<file path="src/core/res_port_pkg.sv">
package res_port_pkg;

   // Synchronised pin vector layout
   localparam int PIN_W = 11;
   localparam int IX_CS = 0;
   localparam int IX_RD = 1;
   localparam int IX_WR = 2;
   localparam int IX_SCLK = 3;
   localparam int IX_SDI = 4;
   localparam int IX_SAMPLE = 5;
   localparam int IX_SEL = 6;
   localparam int IX_MLO = 7;
   localparam int IX_MHI = 8;
   localparam int IX_RLO = 9;
   localparam int IX_RHI = 10;
   // Strobes idle high, parallel interface chosen at reset
   localparam logic [PIN_W-1:0] PIN_RST = 11'h067;

   // Data line positions
   localparam int DATA_W = 16;
   localparam int FAULT_W = 8;
   localparam int SHIFT_W = DATA_W + FAULT_W;
   localparam int BYTE_W = 8;
   localparam int SDO_BIT = 15;
   localparam int SDI_BIT = 14;
   localparam int SCLK_BIT = 13;

   // Serial input byte length in bits
   localparam logic [3:0] CFG_BITS = 4'h8;
   localparam logic [3:0] CFG_LAST_BIT = 4'h7;

   // Output reset values and full drive enable
   localparam logic [DATA_W-1:0] WORD_RST = 16'h0000;
   localparam logic [FAULT_W-1:0] FAULT_RST = 8'h00;
   localparam logic [DATA_W-1:0] OE_ALL = 16'hffff;

   // Mode select decode {hi, lo}
   typedef enum logic [1:0] {
      MODE_POSITION = 2'h0,
      MODE_RESERVED = 2'h1,
      MODE_VELOCITY = 2'h2,
      MODE_CONFIG = 2'h3
   } mode_t;

endpackage

</file>
<file path="src/core/resolver_converter_host_port.sv">
`timescale 1ns/1ps
// Functional notes
// - Ignore interface unless chip select is low
// - Read strobe frames and enables parallel outputs
// - Drive parallel lines only while select, read low
// - Accept low byte while select, write low
// - Write strobe frames and enables serial link
// - Sample fall copies position and velocity
// - Sample fall refreshes fault register
// - Top pin is serial out, rising shift
// - Second pin is serial in, falling capture
// - Select low means serial, high parallel
// - Serial input taken only while both low
// - Two pins set conversion resolution
// - Mode selects choose item or configuration
// - Tracking loss drives output low, unlatched
module resolver_converter_host_port
   import res_port_pkg::*;
(
   input wire logic sys_clk_i,
   input wire logic rstn_i,
   input wire logic chip_select_n_i,
   input wire logic read_strobe_n_i,
   input wire logic write_frame_strobe_n_i,
   input wire logic interface_select_i,
   input wire logic sample_n_i,
   input wire logic mode_select_lo_i,
   input wire logic mode_select_hi_i,
   input wire logic resolution_select_lo_i,
   input wire logic resolution_select_hi_i,
   input wire logic [DATA_W-1:0] parallel_data_lines_i,
   output logic [DATA_W-1:0] parallel_data_lines_o,
   output logic [DATA_W-1:0] parallel_data_lines_oe_o,
   input wire logic [DATA_W-1:0] position_i,
   input wire logic [DATA_W-1:0] velocity_i,
   input wire logic [FAULT_W-1:0] fault_i,
   input wire logic tracking_fault_i,
   output logic tracking_lost_n_o,
   output logic [1:0] resolution_o,
   output logic cfg_valid_o,
   output logic [BYTE_W-1:0] cfg_data_o,
   input wire logic cfg_ready_i,
   output logic write_ready_o
);

   typedef struct packed {
      logic [PIN_W-1:0] s1;
      logic [PIN_W-1:0] s2;
      logic [PIN_W-1:0] s3;
      logic [BYTE_W-1:0] d1;
      logic [BYTE_W-1:0] d2;
      logic [DATA_W-1:0] pos;
      logic [DATA_W-1:0] vel;
      logic [FAULT_W-1:0] flt;
      logic [SHIFT_W-1:0] sh;
      logic [BYTE_W-1:0] rx;
      logic [3:0] bitcnt;
      logic [BYTE_W-1:0] hold;
      logic [BYTE_W-1:0] cfg_last;
      logic [DATA_W-1:0] par_word;
      logic [DATA_W-1:0] dout;
      logic [DATA_W-1:0] doe;
      logic lot_n;
      logic [1:0] res;
      logic hv;
      logic [BYTE_W-1:0] hd;
      logic tv;
      logic [BYTE_W-1:0] td;
      logic wrdy;
   } state_t;

   state_t st_r;
   state_t st_nxt;
   // Picks the readable item for the current mode selects
   function automatic logic [DATA_W-1:0] sel_word(
      input logic [1:0] mode,
      input logic [DATA_W-1:0] pos,
      input logic [DATA_W-1:0] vel,
      input logic [BYTE_W-1:0] cfg
   );
      logic [DATA_W-1:0] w;
      w = WORD_RST;
      case (mode_t'(mode))
         MODE_POSITION: w = pos;
         MODE_VELOCITY: w = vel;
         MODE_CONFIG: w = {cfg, {(DATA_W-BYTE_W){1'b0}}};
         default: w = WORD_RST;
      endcase
      return w;
   endfunction

   // Decoded views of the synchronised pins
   logic cs_act;
   logic serial_mode;
   logic frame_act;
   logic rd_fall;
   logic wr_fall;
   logic wr_rise;
   logic sclk_rise;
   logic sclk_fall;
   logic sample_fall;
   logic [1:0] mode_now;
   logic cfg_mode;
   logic pop;
   logic push;
   logic [BYTE_W-1:0] push_byte;

   always_comb begin
      cs_act = !st_r.s2[IX_CS];
      serial_mode = !st_r.s2[IX_SEL];
      frame_act = cs_act && serial_mode && !st_r.s2[IX_WR];
      rd_fall = !st_r.s2[IX_RD] && st_r.s3[IX_RD];
      wr_fall = !st_r.s2[IX_WR] && st_r.s3[IX_WR];
      wr_rise = st_r.s2[IX_WR] && !st_r.s3[IX_WR];
      sclk_rise = st_r.s2[IX_SCLK] && !st_r.s3[IX_SCLK];
      sclk_fall = !st_r.s2[IX_SCLK] && st_r.s3[IX_SCLK];
      sample_fall = !st_r.s2[IX_SAMPLE] && st_r.s3[IX_SAMPLE];
      mode_now = {st_r.s2[IX_MHI], st_r.s2[IX_MLO]};
      cfg_mode = (mode_t'(mode_now) == MODE_CONFIG);
   end

   // Next state of the whole port
   always_comb begin
      st_nxt = st_r;
      push = 1'b0;
      push_byte = st_r.hold;
      // Two-stage synchronisers, third stage for edge finding
      st_nxt.s1 = {resolution_select_hi_i, resolution_select_lo_i,
         mode_select_hi_i, mode_select_lo_i, interface_select_i,
         sample_n_i, parallel_data_lines_i[SDI_BIT],
         parallel_data_lines_i[SCLK_BIT], write_frame_strobe_n_i,
         read_strobe_n_i, chip_select_n_i};
      st_nxt.s2 = st_r.s1;
      st_nxt.s3 = st_r.s2;
      st_nxt.d1 = parallel_data_lines_i[BYTE_W-1:0];
      st_nxt.d2 = st_r.d1;
      // Resolution pins and tracking flag follow without latching
      st_nxt.res = {st_r.s2[IX_RHI], st_r.s2[IX_RLO]};
      st_nxt.lot_n = !tracking_fault_i;

      // Sample falling edge snapshots the integrators and faults
      if (sample_fall) begin
         st_nxt.pos = position_i;
         st_nxt.vel = velocity_i;
         st_nxt.flt = fault_i;
      end

      // Parallel read: strobe fall latches the word for output
      if (!serial_mode && cs_act && rd_fall) begin
         st_nxt.par_word = sel_word(mode_now, st_r.pos, st_r.vel,
            st_r.cfg_last);
      end

      // Parallel write: low byte held while both strobes are low
      if (!serial_mode && cs_act && !st_r.s2[IX_WR]) begin
         st_nxt.hold = st_r.d2;
      end
      if (!serial_mode && cs_act && wr_rise && cfg_mode) begin
         push = 1'b1;
      end

      // Serial frame: mode and word fixed at the frame start
      if (frame_act && wr_fall) begin
         st_nxt.sh = {sel_word(mode_now, st_r.pos, st_r.vel,
            st_r.cfg_last), st_r.flt};
      end else if (frame_act && sclk_rise) begin
         st_nxt.sh = {st_r.sh[SHIFT_W-2:0], 1'b0};
      end

      // Serial input captured on falling clock edges in a frame
      if (!frame_act) begin
         st_nxt.bitcnt = 4'h0;
      end else if (sclk_fall && st_r.bitcnt != CFG_BITS) begin
         st_nxt.rx = {st_r.rx[BYTE_W-2:0], st_r.s2[IX_SDI]};
         st_nxt.bitcnt = st_r.bitcnt + 4'h1;
         if (st_r.bitcnt == CFG_LAST_BIT && cfg_mode) begin
            push = 1'b1;
            push_byte = {st_r.rx[BYTE_W-2:0], st_r.s2[IX_SDI]};
         end
      end

      // Two-entry buffer toward the configuration logic
      pop = st_r.hv && cfg_ready_i;
      if (pop) begin
         st_nxt.hv = st_r.tv;
         st_nxt.hd = st_r.td;
         st_nxt.tv = 1'b0;
      end
      if (push && !st_r.tv) begin
         st_nxt.cfg_last = push_byte;
         if (!st_nxt.hv) begin
            st_nxt.hv = 1'b1;
            st_nxt.hd = push_byte;
         end else begin
            st_nxt.tv = 1'b1;
            st_nxt.td = push_byte;
         end
      end
      st_nxt.wrdy = !st_nxt.tv;
      // Pin drive: serial out on the top line, or the parallel word
      st_nxt.doe = WORD_RST;
      st_nxt.dout = WORD_RST;
      if (frame_act) begin
         st_nxt.doe[SDO_BIT] = 1'b1;
         st_nxt.dout[SDO_BIT] = st_nxt.sh[SHIFT_W-1];
      end else if (!serial_mode && cs_act && !st_r.s2[IX_RD]) begin
         st_nxt.doe = OE_ALL;
         st_nxt.dout = st_nxt.par_word;
      end
   end

   // State register
   always_ff @(posedge sys_clk_i or negedge rstn_i) begin
      if (!rstn_i) begin
         st_r <= '0;
         st_r.s1 <= PIN_RST;
         st_r.s2 <= PIN_RST;
         st_r.s3 <= PIN_RST;
         st_r.lot_n <= 1'b1;
         st_r.wrdy <= 1'b1;
      end else begin
         st_r <= st_nxt;
      end
   end

   // Outputs straight from the state register
   always_comb begin
      parallel_data_lines_o = st_r.dout;
      parallel_data_lines_oe_o = st_r.doe;
      tracking_lost_n_o = st_r.lot_n;
      resolution_o = st_r.res;
      cfg_valid_o = st_r.hv;
      cfg_data_o = st_r.hd;
      write_ready_o = st_r.wrdy;
   end

   // Deselected port never drives the data lines
   property p_cs_idle;
      @(posedge sys_clk_i) disable iff (!rstn_i)
         st_r.s2[IX_CS] |=> parallel_data_lines_oe_o == WORD_RST;
   endproperty
   a_cs_idle: assert property (p_cs_idle)
      else $error("data lines driven while deselected");

   // Parallel read drives all lines with the latched word
   property p_par_drive;
      @(posedge sys_clk_i) disable iff (!rstn_i)
         (st_r.s2[IX_SEL] && !st_r.s2[IX_CS] && !st_r.s2[IX_RD])
         |=> (parallel_data_lines_oe_o == OE_ALL)
         && (parallel_data_lines_o == st_r.par_word);
   endproperty
   a_par_drive: assert property (p_par_drive)
      else $error("parallel read not driven");

   // Read strobe edge in position mode latches the position
   property p_rd_latch;
      @(posedge sys_clk_i) disable iff (!rstn_i)
         (st_r.s2[IX_SEL] && !st_r.s2[IX_CS] && !st_r.s2[IX_RD]
         && st_r.s3[IX_RD] && !st_r.s2[IX_MHI] && !st_r.s2[IX_MLO])
         |=> st_r.par_word == $past(st_r.pos);
   endproperty
   a_rd_latch: assert property (p_rd_latch)
      else $error("position not latched on read");

   // Sample fall copies integrators and faults
   property p_sample;
      @(posedge sys_clk_i) disable iff (!rstn_i)
         (!st_r.s2[IX_SAMPLE] && st_r.s3[IX_SAMPLE])
         |=> (st_r.pos == $past(position_i))
         && (st_r.vel == $past(velocity_i));
   endproperty
   a_sample: assert property (p_sample)
      else $error("sample did not copy integrators");

   property p_fault;
      @(posedge sys_clk_i) disable iff (!rstn_i)
         (!st_r.s2[IX_SAMPLE] && st_r.s3[IX_SAMPLE])
         |=> st_r.flt == $past(fault_i);
   endproperty
   a_fault: assert property (p_fault)
      else $error("fault register not refreshed");

   // Serial out moves one bit per rising serial clock
   property p_sdo_shift;
      @(posedge sys_clk_i) disable iff (!rstn_i)
         (frame_act && !wr_fall && sclk_rise)
         |=> parallel_data_lines_o[SDO_BIT] == $past(st_r.sh[SHIFT_W-2]);
   endproperty
   a_sdo_shift: assert property (p_sdo_shift)
      else $error("serial output not shifted");

   // Serial in captured on falling serial clock
   property p_sdi_take;
      @(posedge sys_clk_i) disable iff (!rstn_i)
         (frame_act && sclk_fall && st_r.bitcnt != CFG_BITS)
         |=> st_r.rx[0] == $past(st_r.s2[IX_SDI]);
   endproperty
   a_sdi_take: assert property (p_sdi_take)
      else $error("serial input bit not captured");

   // Outside a frame the input shifter stays still
   property p_sdi_gate;
      @(posedge sys_clk_i) disable iff (!rstn_i)
         (st_r.s2[IX_CS] || st_r.s2[IX_WR]) |=> $stable(st_r.rx);
   endproperty
   a_sdi_gate: assert property (p_sdi_gate)
      else $error("serial input taken outside frame");

   // Serial mode frees the input and clock lines
   property p_serial_pins;
      @(posedge sys_clk_i) disable iff (!rstn_i)
         frame_act |=> parallel_data_lines_oe_o[SDO_BIT]
         && !parallel_data_lines_oe_o[SDI_BIT]
         && !parallel_data_lines_oe_o[SCLK_BIT];
   endproperty
   a_serial_pins: assert property (p_serial_pins)
      else $error("serial pins driven wrongly");

   // Tracking output mirrors the flag one cycle later
   property p_lot;
      @(posedge sys_clk_i) disable iff (!rstn_i)
         1'b1 |=> tracking_lost_n_o == !$past(tracking_fault_i);
   endproperty
   a_lot: assert property (p_lot)
      else $error("tracking output wrong");

   property p_res;
      @(posedge sys_clk_i) disable iff (!rstn_i)
         1'b1 |=> resolution_o == $past({st_r.s2[IX_RHI], st_r.s2[IX_RLO]});
   endproperty
   a_res: assert property (p_res)
      else $error("resolution not following pins");

endmodule

</file>
<file path="config.mk">
export PLATFORM = sky130hd
export DESIGN_NAME = resolver_converter_host_port
export DESIGN_NICKNAME = d
export VERILOG_FILES = /design/src/core/res_port_pkg.sv /design/src/core/resolver_converter_host_port.sv
export SDC_FILE = /design/constraint.sdc
export NUM_CORES = 1
export LEC_CHECK = 0
export ABC_CLOCK_PERIOD_IN_PS = 2700
export BUFFER_PORTS_ARGS = -buffer_cell sky130_fd_sc_hd__buf_4
export CORE_MARGIN = 4
export CORE_UTILIZATION = 55
export CTS_CLUSTER_DIAMETER = 50
export CTS_CLUSTER_SIZE = 16
export DETAILED_ROUTE_END_ITERATION = 10
export PLACE_DENSITY = 0.74
export SLEW_MARGIN = 20
export SYNTH_ARGS = -nofsm -noshare
export SYNTH_HDL_FRONTEND = slang
export SYNTH_SLANG_ARGS = --single-unit
</file>
<file path="constraint.sdc">
create_clock -name sys_clk_i -period 2.7 [get_ports sys_clk_i]
set_clock_uncertainty 0.2 [all_clocks]
set_input_delay 0.54 -clock sys_clk_i [delete_from_list [all_inputs] [get_ports sys_clk_i]]
set_output_delay 0.54 -clock sys_clk_i [all_outputs]
set_load 0.02 [all_outputs]
</file>
# ---- After elaboration in Yosys (flattened, before gate mapping)
# Index checks and enable logic that the tools add are counted.
dict set report word_totals {
  latchBits 0
  reg_bits 205
  ram_bits 0
  n_memories 0
  wordCells 87
  rom_bits 0
}
dict set report op_classes {
  add_sub_neg 1
  shifts 0
  n_bitwise 0
  div_mod_pow 0
  eq_ne 5
  mul 0
  mux 22
  n_lt_le_gt_ge 0
  n_reduce_logical 35
}
# op n
set ops {}
lappend ops {{two-way mux 24 bit} 2}
lappend ops {{case mux 16 bit (3 select lines)} 1}
lappend ops {{two-way mux 32 bit} 1}
lappend ops {{two-way mux 8 bit} 4}
lappend ops {{two-way mux 15 bit} 2}
lappend ops {{logical AND 1 bit} 20}
lappend ops {{two-way mux 18 bit} 1}
lappend ops {{two-way mux 16 bit} 1}
lappend ops {{zero test 1 bit} 11}
lappend ops {{two-way mux 10 bit} 1}
lappend ops {{two-way mux 9 bit} 1}
lappend ops {{two-way mux 4 bit} 2}
lappend ops {{two-way mux 1 bit} 6}
lappend ops {{adder 4 x 1 -> 4 bit, second input constant} 1}
lappend ops {{== test 2 bit, second input constant} 2}
lappend ops {{== test 4 x 3 -> 1 bit, second input constant} 1}
lappend ops {{inequality test 4 bit, second input constant} 1}
lappend ops {{AND reduction 2 bit} 2}
lappend ops {{zero test 2 bit} 1}
lappend ops {{inequality test 2 x 1 -> 1 bit, second input constant} 1}
lappend ops {{nonzero test 2 bit} 1}

# ---- Longest topological paths before layout
dict set report depth {
  ltp_word 11
  depth_mapped 7
  mapped_depth_nobuf 6
}

# ---- Worst setup path before layout
# Ideal clock, no wire load.
dict set report synth_path {
  kind {reg2reg}
  startpoint {reg st_r[86] (netlist bit)}
  endpoint {reg st_r (netlist bit cfg_data_o[0])}
  period_less_slack_ps 2051
  t_arrival_ps 1730
  path_stages_with_launch 6
  path_slack_ps 649
  cell_sequence {dfrtp_1 -> ha_1 -> or4b_4 -> nor4_4 -> nand2_4 -> o211a_1}
}
# element line
set synth_rtl {}
lappend synth_rtl {{start: declaration} resolver_converter_host_port.sv:72} ;# state_t st_r;
lappend synth_rtl {{start signal: assignment} resolver_converter_host_port.sv:222} ;# st_r <= st_nxt;

==> flow_summary_export.csv <==
group,metric,value,unit
status,status,"completed",
min_path,hold_start,"parallel_data_lines_i[0]",
die,die_x,128,um
cells_and_area,area_growth,19.3,%
min_path,hold_path_class,"in2reg",
worst_setup_path,ff2ff_setup_slack,0.50,ns
route,routed_wl,15300,um
route,ant_nets,0,
min_path,worstHoldPathCells,1,
sta,setup_viol,0,
cells_and_area,n_fill_cell,1016,
pwr,internal_power,0.00525,W
worst_setup_path,r2r_start,"cfg_valid_o",
placement,place_congestion,0.816,
route,drt-wirelength-per-cell,17.1,um
clock_tree,cts_resized,0,
yosys,seq_area_frac_synth,60.3,%
cells_and_area,design_area,9390,um2
min_path,holdPathEnd,"st_nxt[162]",
die,row_count,43,
yosys,synth_flop_cell,"dfrtp_1",
placement,pre_cts_ws,0.534,ns
grt,grt_pass1_vias,5006,
yosys,synth_edf_count,0,
grt,overflow,0,
cells_and_area,layout.nets,769,
clock_tree,clk_pin_slew_worst_paths,0.07,ns
grt,antenna_found_initial,0,
yosys,postSynthAreaPerCell,12.9,um2
cells_and_area,num_antenna_cells,0,
sta,fmax,454,MHz
grt,grt_use_total,19.5,%
route,drtIter0Drc,294,
clock_tree,postCtsSetupBuffers,0,
yosys,ys_top_cells_by_area,"dfrtp_1, mux2_2, dfstp_2",
yosys,synthTopCellsByCount,"dfrtp_1, mux2_2, buf_4",
route,drc,0,
yosys,synth_cell_types,48,
worst_setup_path,worstPathRequired,2.87,ns
die,core-area,13900,um2
clock_tree,worstSkewPairLatency,0.43,ns
placement,postPlaceCellArea,8610,um2
worst_setup_path,critPathKind,"reg2reg",
route,num_vias,4805,
grt,grt_pass1_wl,25100,um
clock_tree,root_buffer,"clkbuf_16",
pwr,power.density,747,nW/um2
die,ios,114,
sta,relSlewSlack,46.8,%
yosys,synthMostInstantiatedCell,"dfrtp_1",
yosys,ys_ff_latch,189,
yosys,syn_inst,611,
clock_tree,htree_levels,4,
cells_and_area,fin_cells,891,
worst_setup_path,r2r_end,"cfg_data_o[0]",
yosys,ys_warn_count,0,
sta,fin_crit,2.20,ns
route,drtPass1Iterations,4,
cells_and_area,fin_util,67.4,%
placement,portBuffers,107,
worst_setup_path,worstPathMaxFanout,18,
pwr,p_sw_share,25.1,%
pwr,ir_drop,675,uV
yosys,async_reset_ff_share,100,%
clock_tree,cts_buffer_depth,2,
sta,finalHoldViolCount,0,
sta,tightestPinTransition,0.796,ns
pwr,p_switching,0.00176,W
die,die_area,16300,um2
sta,setup_tns,0,ns
die,die_h,128,um
placement,dpl.hpwl,10400,um
yosys,synthDominantCellAreaShare,55.3,%
pwr,pwr-share-comb,14.2,%
worst_setup_path,worstSetupStartpoint,"cfg_valid_o",
route,vias_per_cell,5.39,
placement,placed_cells,843,
worst_setup_path,end_kind,"flip-flop",
cells_and_area,drive_above_1_share,33.2,%
yosys,synth_area,7870,um2
sta,rsz0062_at_grt,"false",
die,initial_core_util,56.5,%
sta,fin_ws,0.496,ns
pwr,leakage,4.58,nW
clock_tree,cts.sinks,189,
run,max_cap_viol_count,0,
worst_setup_path,arrival,2.37,ns
worst_setup_path,reg2regPathDepth,4,
pwr,p_clk_share,36.6,%
clock_tree,cts_buffers,17,
pwr,seqPwrFrac,49.2,%
worst_setup_path,crit_path_start_kind,"flip-flop",
sta,slew_violations,0,
grt,grt_max_degree,67,
yosys,syn-num-nets,682,
sta,period_share,81.6,%
clock_tree,cts_tree,"built",
yosys,yosysTopAreaCell,"dfrtp_1",
-- power groups by stage --
| stage | clock [W] | sequential [W] | combinational (W) |
|---|---|---|---|
| after floorplan | 0 | 0.00341 | 0.000736 |
| after global routing | 0.00275 | 0.00349 | 0.00111 |
| after global placement | 0 | 0.00348 | 0.000942 |
| after CTS | 0.00262 | 0.00345 | 0.000993 |
| final | 0.00257 | 0.00346 | 0.000995 |
| after detailed placement | 0 | 0.00350 | 0.000982 |
-- per-stage QoR --
step | hold slack [ns] | total power [W]
floorplan | 0.0444 | 0.00415
global placement | 0.133 | 0.00442
CTS | 0.000651 | 0.00707
detailed placement | 0.136 | 0.00448
finish | 0.0215 | 0.00702
global route | 0.000576 | 0.00735
-- layout make-up --
class / count / area (um2) / area share [%]
Multi-Input combinational cell: 331 / 2590 / 27.6
Clock inverter: 13 / 165 / 1.76
Tap cell: 180 / 225 / 2.40
Inverter: 21 / 78.8 / 0.840
Sequential cell: 189 / 4750 / 50.6
Timing Repair Buffer: 138 / 1130 / 12.0
Clock buffer: 19 / 453 / 4.82
-- sequential cells by signal, summed over array words and instances (netlist names), 2 cells and up --
register / cells
mode_now: 2
resolution_o: 2
st_nxt: 28
cfg_data_o: 8
st_r: 128
parallel_data_lines_o: 16
parallel_data_lines_oe_o: 2
-- metal layers --
metal	vias to the layer above	GRT usage (%)	routed length, um
li1	2272	-	-
met3	9	5.52	978
met5	-	0	0
met1	2391	26.0	6520
met2	133	31.7	7660
met4	0	5.43	115
-- logic make-up after synthesis --
logic type	share of synthesized area [%]
DFF	60.3
xor gates and xnor gates	0.334
buffers and inverters	6.90
adders and majority gates	0.318
and+or+nand+nor	7.58
AOI/OAI and AO/OA	9.02
muxes	15.5
-- critical path: stages, from the launching register on --
cell      delay [ns]
dfrtp_1         0.56
nand2_1         0.69
o22ai_1         0.15
a221oi_1        0.34
o211a_1         0.20
-- how the worst max path moves through the flow --
stage	end	slack, ns
4_1_cts	st_r[121]	0.57
3_3_place_gp	parallel_data_lines_o[6]	0.62
6_report	cfg_data_o[0]	0.50
3_5_place_dp	cfg_data_o[0]	0.53
2_1_floorplan	cfg_data_o[0]	0.65
5_1_grt	st_r[118]	0.42
-- timing repair --
item	4_1_cts	5_1_grt
hold endpoints to repair	50	15
endpoints found under the setup margin	0	0
hold buffers	1	15
-- cells in the final DEF (no fill, tap or decap), types with 7 or more instances in the layout --
master           n
a22oi_1         10
dfrtp_1        174
mux2_1          15
inv_1           20
o2bb2ai_1        8
clkbuf_16       17
dfstp_2         15
o211a_1          8
nand2_1         34
mux2i_1         39
a221oi_1         8
o22ai_1         17
and2_1          16
o21ai_1         23
nand3_1         10
nor2_1          25
mux2_2          48
dlygate4sd3_1   16
mux2_4           8
o21ai_0         10
a22o_1           7
buf_4          117
Note: power is estimated with default switching activity, not from simulation.
